File: src/rtl/read_decoder_pkg.sv
// constants and decode tables for the register-read command decoder
package read_decoder_pkg;

  // command space of the read codes
  localparam logic [15:0] READ_CODE_FIRST = 16'h00C0;
  localparam logic [15:0] READ_CODE_LAST = 16'h00FF;
  localparam int IMAGE_DEPTH = 64;
  localparam int INDEX_WIDTH = 6;
  localparam int DATA_WIDTH = 32;
  localparam int WORD_WIDTH = 16;
  localparam logic [DATA_WIDTH-1:0] IMAGE_RESET_VALUE = 32'h0000_0000;
  localparam logic [5:0] FULL_WIDTH = 6'h20;

  // effective width of each item, indexed by the low six bits of the read code
  function automatic logic [5:0] effWidth(input logic [5:0] idx);
    logic [5:0] w;
    w = 6'h00;
    case (idx)
      6'h00, 6'h08, 6'h0B, 6'h0D, 6'h0E: w = 6'h1C;
      6'h01, 6'h02: w = 6'h11;
      6'h03, 6'h04, 6'h09, 6'h0A: w = 6'h10;
      6'h05: w = 6'h20;
      6'h06, 6'h0F: w = 6'h18;
      6'h07, 6'h0C: w = 6'h1F;
      6'h10, 6'h18, 6'h23, 6'h24, 6'h27, 6'h28, 6'h29, 6'h2B: w = 6'h1C;
      6'h2D, 6'h2E, 6'h34, 6'h3D, 6'h3E: w = 6'h1C;
      6'h11, 6'h12, 6'h1B, 6'h2C, 6'h2F, 6'h33: w = 6'h11;
      6'h13, 6'h14, 6'h19, 6'h1A, 6'h25: w = 6'h10;
      6'h15: w = 6'h0B;
      6'h16, 6'h36: w = 6'h18;
      6'h17, 6'h1E, 6'h3B, 6'h3C: w = 6'h1F;
      6'h1D: w = 6'h1D;
      6'h32: w = 6'h17;
      6'h35: w = 6'h1B;
      6'h1C, 6'h1F, 6'h20, 6'h21, 6'h31, 6'h37, 6'h38, 6'h39, 6'h3A, 6'h3F: w = 6'h20;
      default: w = 6'h00;
    endcase
    return w;
  endfunction : effWidth

  // items whose top effective bit is copied into the unused high bits
  function automatic logic signExtended(input logic [5:0] idx);
    logic s;
    s = 1'b0;
    case (idx)
      6'h00, 6'h06, 6'h08, 6'h0B, 6'h0D, 6'h0E, 6'h10, 6'h16, 6'h18: s = 1'b1;
      6'h23, 6'h24, 6'h25, 6'h27, 6'h28, 6'h29, 6'h2D, 6'h2E: s = 1'b1;
      6'h34, 6'h3D, 6'h3E: s = 1'b1;
      default: s = 1'b0;
    endcase
    return s;
  endfunction : signExtended

endpackage : read_decoder_pkg

File: src/rtl/reg_image_if.sv
// carrier between the decoder and its register image store
`timescale 1ns/1ps
interface reg_image_if;
  logic wrEn;
  logic [read_decoder_pkg::INDEX_WIDTH-1:0] wrIndex;
  logic [read_decoder_pkg::DATA_WIDTH-1:0] wrData;
  logic [read_decoder_pkg::INDEX_WIDTH-1:0] rdIndex;
  logic [read_decoder_pkg::DATA_WIDTH-1:0] rdData;

  modport decoder (output wrEn, output wrIndex, output wrData, output rdIndex, input rdData);
  modport store (input wrEn, input wrIndex, input wrData, input rdIndex, output rdData);
endinterface : reg_image_if

File: src/rtl/reg_image_store.sv
// image of all readable registers and pre-registers, registered read port
`timescale 1ns/1ps
module reg_image_store (
  input wire logic clk,
  input wire logic reset,
  input wire logic ce,
  reg_image_if.store img
);

  logic [read_decoder_pkg::DATA_WIDTH-1:0] mem_r [read_decoder_pkg::IMAGE_DEPTH];
  logic [read_decoder_pkg::DATA_WIDTH-1:0] rdData_r;

  // every entry clears on reset so untouched items read as zero
  genvar g;
  generate
    for (g = 0; g < read_decoder_pkg::IMAGE_DEPTH; g++)
    begin : gEntry
      always_ff @(posedge clk or posedge reset)
      begin
        if (reset)
          mem_r[g] <= read_decoder_pkg::IMAGE_RESET_VALUE;
        else if (ce && img.wrEn && img.wrIndex == 6'(g))
          mem_r[g] <= img.wrData;
      end
    end
  endgenerate

  // read returns the value before a same-cycle write
  always_ff @(posedge clk or posedge reset)
  begin
    if (reset)
      rdData_r <= read_decoder_pkg::IMAGE_RESET_VALUE;
    else if (ce)
      rdData_r <= mem_r[img.rdIndex];
  end

  assign img.rdData = rdData_r;

endmodule : reg_image_store

File: src/rtl/register_read_command_decoder.sv
// decoder of one-word register read commands with three-word answers
//
// Functional notes
// - codes 00C0h..00FFh other than 00E2h, 00E6h, 00EAh and 00F0h each read exactly one register and return it.
// - answer is three words: echoed code, lower data, upper data.
// - sixteen-bit items other than 00E5h answer with whole value, then a zero word; 00E5h sign-fills the upper word.
// - 00C0h returns queued positioning amount, 28 effective bits.
// - 00C1h returns queued start speed setting, 17 bits over both words.
// - 00C6h returns queued ramp down point, 24 effective bits.
// - 00C7h returns queued operation mode setting, 31 effective bits.
// - 00CBh returns queued third comparator value, 28 effective bits.
// - 00C5h answers 32 bits; working magnification 00D5h answers 11 bits.
// - 00CCh returns queued arc step count, 31 effective bits.
// - 00CDh returns queued second axis positioning amount, 28 bits.
// - 00CEh returns queued arc center y, 28 effective bits.
// - 00C8h returns queued arc center x, 28 effective bits.
// - sign-extension bits read as copy of the top meaningful bit.
// - everything reads zero after reset until written.
//
// a command is taken at an edge with ce, cmdValid and cmdReady all high;
// codes outside the read block are consumed without any answer;
// ce low freezes every register, so an answer stretches along with it.
`timescale 1ns/1ps
module register_read_command_decoder (
  input wire logic clk,
  input wire logic reset,
  input wire logic ce,
  input wire logic cmdValid,
  input wire logic [15:0] cmdWord,
  output logic cmdReady,
  input wire logic imgWrEn,
  input wire logic [5:0] imgWrIndex,
  input wire logic [31:0] imgWrData,
  output logic respValid,
  output logic [15:0] respWord,
  output logic respLast
);

  // with ce high a code taken at edge 0 is echoed after edge 1, its lower
  // half follows after edge 2 and its upper half after edge 3; the image
  // read port is registered, so the fetch phase is the cycle in which the
  // stored word and the latched code first meet the shaping logic
  typedef enum logic [1:0] {
    ST_IDLE = 2'b00,
    ST_FETCH = 2'b01,
    ST_LOW = 2'b10,
    ST_HIGH = 2'b11
  } phase_e;

  phase_e state_r;
  logic cmdReady_r;
  logic respValid_r;
  logic respLast_r;
  logic [15:0] respWord_r;
  logic [15:0] code_r;
  logic [31:0] value_r;
  logic [31:0] shaped;
  logic [5:0] itemWidth;
  logic itemSigned;
  logic topBit;
  logic isRead;
  logic take;
  logic start;

  // read codes fill one contiguous block of the command space
  function automatic logic inReadRange(input logic [15:0] code);
    logic hit;
    hit = (code >= read_decoder_pkg::READ_CODE_FIRST) &&
      (code <= read_decoder_pkg::READ_CODE_LAST);
    return hit;
  endfunction : inReadRange

  // word that leaves in the cycle after each phase; idle sends zero
  function automatic logic [15:0] answerWord(input phase_e st, input logic [15:0] code,
    input logic [31:0] value);
    logic [15:0] word;
    word = 16'h0000;
    case (st)
      ST_FETCH: word = code;
      ST_LOW: word = value[15:0];
      ST_HIGH: word = value[31:16];
      default: word = 16'h0000;
    endcase
    return word;
  endfunction : answerWord

  // image store: one word per read code, registered read port
  reg_image_if img ();

  reg_image_store uStore (
    .clk(clk),
    .reset(reset),
    .ce(ce),
    .img(img)
  );

  // write side of the image is fed by the rest of the device
  // a read taken at the edge of a write still sees the older word
  assign img.wrEn = imgWrEn;
  assign img.wrIndex = imgWrIndex;
  assign img.wrData = imgWrData;
  // low six bits pick the item; the code range covers all 64 entries
  assign img.rdIndex = cmdWord[5:0];

  // only the read range is answered; other codes belong to other decoders
  assign isRead = inReadRange(cmdWord);
  assign take = ce && cmdValid && cmdReady_r;
  // a foreign code is taken off the link but starts no answer
  assign start = take && isRead;

  // width and sign class of the item being answered
  assign itemWidth = read_decoder_pkg::effWidth(code_r[5:0]);
  assign itemSigned = read_decoder_pkg::signExtended(code_r[5:0]);

  // top meaningful bit of the stored word; an item of width zero has none,
  // so codes without an item answer plain zero
  always_comb
  begin
    topBit = 1'b0;
    if (itemWidth != 6'h00)
      topBit = img.rdData[5'(itemWidth - 6'h01)];
  end

  // each bit is kept below the width and zero- or sign-filled above it;
  // what software wrote into the fill bits is never shown
  genvar b;
  generate
    for (b = 0; b < read_decoder_pkg::DATA_WIDTH; b++)
    begin : gShape
      assign shaped[b] = (itemWidth == read_decoder_pkg::FULL_WIDTH || 6'(b) < itemWidth) ?
        img.rdData[b] : (itemSigned & topBit);
    end
  endgenerate

  // one command at a time: ready drops when a read code is accepted, so answers never interleave
  always_ff @(posedge clk or posedge reset)
  begin
    if (reset)
      cmdReady_r <= 1'b1;
    else if (ce)
    begin
      if (start)
        cmdReady_r <= 1'b0;
      else if (state_r == ST_HIGH)
        cmdReady_r <= 1'b1;
    end
  end

  // phase sequencer: fetch, then echo, lower and upper words
  always_ff @(posedge clk or posedge reset)
  begin
    if (reset)
      state_r <= ST_IDLE;
    else if (ce)
    begin
      case (state_r)
        ST_IDLE:
        begin
          if (start)
            state_r <= ST_FETCH;
        end
        ST_FETCH:
          state_r <= ST_LOW;
        ST_LOW:
          state_r <= ST_HIGH;
        ST_HIGH:
          state_r <= ST_IDLE;
        default: state_r <= ST_IDLE;
      endcase
    end
  end

  // the code is kept for the echo word and for the width lookup
  always_ff @(posedge clk or posedge reset)
  begin
    if (reset)
      code_r <= 16'h0000;
    else if (ce && start)
      code_r <= cmdWord;
  end

  // shaped value is held while the two data words go out
  always_ff @(posedge clk or posedge reset)
  begin
    if (reset)
      value_r <= 32'h0000_0000;
    else if (ce && state_r == ST_FETCH)
      value_r <= shaped;
  end

  // answer framing: valid over the three words, last with the upper one
  always_ff @(posedge clk or posedge reset)
  begin
    if (reset)
    begin
      respValid_r <= 1'b0;
      respLast_r <= 1'b0;
    end
    else if (ce)
    begin
      respValid_r <= (state_r != ST_IDLE);
      respLast_r <= (state_r == ST_HIGH);
    end
  end

  // answer words: echo, lower half, upper half
  always_ff @(posedge clk or posedge reset)
  begin
    if (reset)
      respWord_r <= 16'h0000;
    else if (ce)
      respWord_r <= answerWord(state_r, code_r, value_r);
  end

  // outputs come straight from their registers
  assign cmdReady = cmdReady_r;
  assign respValid = respValid_r;
  assign respWord = respWord_r;
  assign respLast = respLast_r;

endmodule : register_read_command_decoder

File: config.mk
export PLATFORM = sky130hd
export DESIGN_NAME = register_read_command_decoder
export DESIGN_NICKNAME = d
export VERILOG_FILES = /design/src/rtl/read_decoder_pkg.sv /design/src/rtl/reg_image_if.sv /design/src/rtl/reg_image_store.sv /design/src/rtl/register_read_command_decoder.sv
export SDC_FILE = /design/constraint.sdc
export NUM_CORES = 2
export LEC_CHECK = 0
export BUFFER_PORTS_ARGS = -buffer_cell sky130_fd_sc_hd__buf_2
export CORE_MARGIN = 5
export CORE_UTILIZATION = 40
export CTS_BUF_LIST = sky130_fd_sc_hd__clkbuf_4 sky130_fd_sc_hd__clkbuf_8 sky130_fd_sc_hd__clkbuf_16
export CTS_CLUSTER_DIAMETER = 50
export CTS_CLUSTER_SIZE = 24
export DETAILED_ROUTE_END_ITERATION = 8
export MAX_ROUTING_LAYER = met4
export SLEW_MARGIN = 5
export SYNTH_ARGS = -nofsm -noshare
export SYNTH_HDL_FRONTEND = slang
export SYNTH_HIERARCHICAL = 1
export SYNTH_SLANG_ARGS = --single-unit
export TNS_END_PERCENT = 50
File: constraint.sdc
create_clock -name clk -period 188.3 [get_ports clk]
set_input_delay 9.415 -clock clk [delete_from_list [all_inputs] [get_ports clk]]
set_output_delay 9.415 -clock clk [all_outputs]
set_load 0.05 [all_outputs]
==> impl_metrics.py <==
metrics = {
    "run_status": {
        "status": "completed",
    },
    "cells_and_area": {
        "layout.nets": 6721,
        "nFillCells": 21700,
        "final_cells": 10100,
        "drive_gt1_share_pct": 44.5,
        "area_growth_pct": 10.9,
        "utilization_pct": 44.5,
    },
    "clock_tree": {
        "htreeDepth": 4,
        "hold_buffers": 0,
        "cts_setup_buffers": 0,
        "clock_latency_ns": 0.87,
        "numCtsBuffers": 214,
        "clock_sinks": 2149,
        "ctsResizeCount": 0,
        "clock_path_buffers": 3,
        "cts.clk_slew.worst_paths_ns": 0.07,
        "clock-root-buffer": "clkbuf_16",
        "cts_tree": "done",
    },
    "flow_run": {
        "drv_cap": 0,
    },
    "floorplanning": {
        "die_w_um": 507,
        "dieArea_um2": 257000,
        "rows": 182,
        "ios": 78,
        "core_area_um2": 246000,
        "initial_utilization_pct": 40.1,
        "fp.dieH_um": 507,
    },
    "logic_synthesis": {
        "yosys.area_share.simple_pct": 2.58,
        "yosysUniqueCellTypes": 83,
        "synth_top_area_cell": "dfrtp_1",
        "synthCells": 6855,
        "synth-edff-count": 0,
        "synth_area_um2": 98600,
        "synthXorXnorAreaFrac_pct": 0.0368,
        "yosysMostFrequentCell": "dfrtp_1",
        "ys_top_cells_by_area": "dfrtp_1 (55%), mux2_2 (22%), mux4_2 (6.6%)",
        "synth_top_family_by_area": "multiplexers",
        "synth_fa_ha_area_share_pct": 0.140,
        "synth_nets": 6925,
        "synth_flop_cell": "dfrtp_1",
        "synthTopCellsByCount": "dfrtp_1 (2148), mux2_2 (1967), mux2i_1 (452)",
        "avgSynthCellArea_um2": 14.4,
        "yosys_warnings": 6,
        "synth-compound-area-share_pct": 4.73,
        "synth_mux_area_share_pct": 34.7,
        "synthArstFlopShare_pct": 100,
        "synth_seq_cells": 2149,
        "ys_seq_area_share_pct": 54.5,
        "synth_top_area_share_pct": 54.5,
    },
    "setup_path": {
        "crit_type": "input pin to async pin",
        "cp-start-kind": "input pin",
        "r2r-start": "code_r[1]$_DFFE_PP0P_",
        "critPathLaunch": "reset",
        "critPathMaxStageDelay_ns": 0.97,
        "crit_path_max_fanout": 184,
        "critPathArrivalTime_ns": 13.85,
        "critical-path-slowest-cell": "buf_4",
        "crit_path_end_kind": "async pin",
        "required_ns": 189.10,
        "crit_top_cell": "buf_4",
        "worstPathCellList": "buf_2, inv_8, buf_4, buf_4, buf_12, buf_4",
    },
    "placement": {
        "placed_cells": 9655,
        "dp_hpwl_um": 172000,
        "gp_congestion": 0.856,
        "port_buffers": 77,
    },
    "global_routing": {
        "grt_max_degree": 185,
        "grt_pass1_vias": 62100,
        "grt_overflow": 0,
        "grtUsageTotal_pct": 23.7,
        "grt_pass1_wl_um": 441000,
        "antenna_found_initial": 20,
    },
    "timing": {
        "finalSetupTns_ns": 0,
        "rsz0062_at_grt": "no",
        "period_needed_ns": 13.05,
        "finalHoldViolations": 0,
        "final.period_utilization_pct": 6.93,
        "worst_pin_slew_ns": 1.25,
        "skew_ns": 0.0362,
        "hold_ws_ns": 0.470,
        "max_slew_margin_pct": 16.6,
        "setup_viol": 0,
        "drv_slew": 0,
        "fmax_mhz": 76.6,
    },
    "drt": {
        "dr.pass1.iters": 8,
        "ant_nets": 0,
        "avgViaCountPerCell": 5.94,
        "route.vias.total": 59900,
        "drc": 0,
        "wire_per_inst_um": 29.6,
        "drtIter0Drc": 5422,
        "routed_wl_um": 298000,
    },
    "power": {
        "power_density_nw_per_um2": 10.1,
        "power_mw": 1.10,
        "p_leak_nw": 52.3,
        "ir_drop_v": 0.0000107,
    },
    "hold_path": {
        "min_from": "code_r[7]$_DFFE_PP0P_",
        "hp-class": "flip-flop to flip-flop",
    },
}
sequential cells by signal, summed over array words and instances, names as in the netlist:
name,cells
uStore/mem_r,2048
respValid,1
uStore/img.rdData,32
respWord,16
value_r,32
state_r,2
respLast,1
cmdReady,1
code_r,16
final timing paths:
path | to | slack (ns) | cells past startpoint
hold reg to reg | code_r[7]$_DFFE_PP0P_ | 0.47 | 1
min in group asynchronous | code_r[2]$_DFFE_PP0P_ | 8.72 | 2
setup reg to reg | value_r[5]$_DFFE_PP0P_ | 184.23 | 11
setup / recovery | uStore/mem_r[2044]$_DFFE_PP0P_ | 175.25 | 6
max in group clk | uStore/img.rdData[31]$_DFFE_PP0P_ | 175.45 | 7
hold / removal | code_r[7]$_DFFE_PP0P_ | 0.47 | 1
power by group:
group	switching, mW	leakage (nW)	internal, mW
sequential	0.0217	29.2	0.501
clock	0.208	3.74	0.250
combinational	0.0678	19.3	0.0531
total	0.297	52.3	0.805
stage by stage:
stage | setup WS (ns) | area (µm²)
after global routing | 174.59 | 109000
after global placement | 174.36 | 102000
after detailed placement | 174.24 | 102000
after floorplan | 120.13 | 98600
final | 175.25 | 109000
after CTS | 175.19 | 109000
kinds of logic (layout without fill, tap and decap cells):
logic type      Yosys count  after routing
other cells               0             14
compound gates          645            645
fa+ha+maj                11             11
simple gates            541            541
flops                  2149           2149
buf+inv                 710            697
mux                    2797           2797
xor+xnor                  2              2
cells in the final DEF (no fill, tap or decap), types with 30 or more instances in the layout:
cell type  instances
dfrtp_1         2148
mux2_2          1967
mux2i_1          452
mux4_2           289
nand2_1          216
clkbuf_16        216
buf_4            177
a22oi_1          176
o22ai_1          114
o21ai_0          108
mux2_1            88
buf_2             75
a21oi_1           61
nor2_1            57
nand2b_1          47
nand2_2           44
nor3_1            41
nand4_1           35
inv_6             35
o2111ai_1         34
a221oi_1          32
a221o_1           32
inv_1             30
layer usage:
layer	up-vias	track usage (%)	share of wire, %
met5	-	-	0
met4	0	6.72	3.3
met3	472	4.22	6.4
met2	1746	36.5	46
met1	32800	32.5	44
li1	24900	-	-
worst max-delay path, delay by kind of cell:
family	cells	cell delay (ns)
buf+inv	6	4.08
final cells by class:
class / count / area (µm²) / share of cell area [%]
Timing Repair Buffer: 258 / 1810 / 1.66
Antenna cell: 14 / 35.0 / 0.0320
Inverter: 32 / 128 / 0.117
Tap cell: 3220 / 4030 / 3.68
Clock inverter: 154 / 1850 / 1.69
Clock buffer: 253 / 5800 / 5.30
Sequential cell: 2149 / 53800 / 49.2
Multi-Input combinational cell: 3996 / 41900 / 38.3
(Power assumes the default switching activity.)
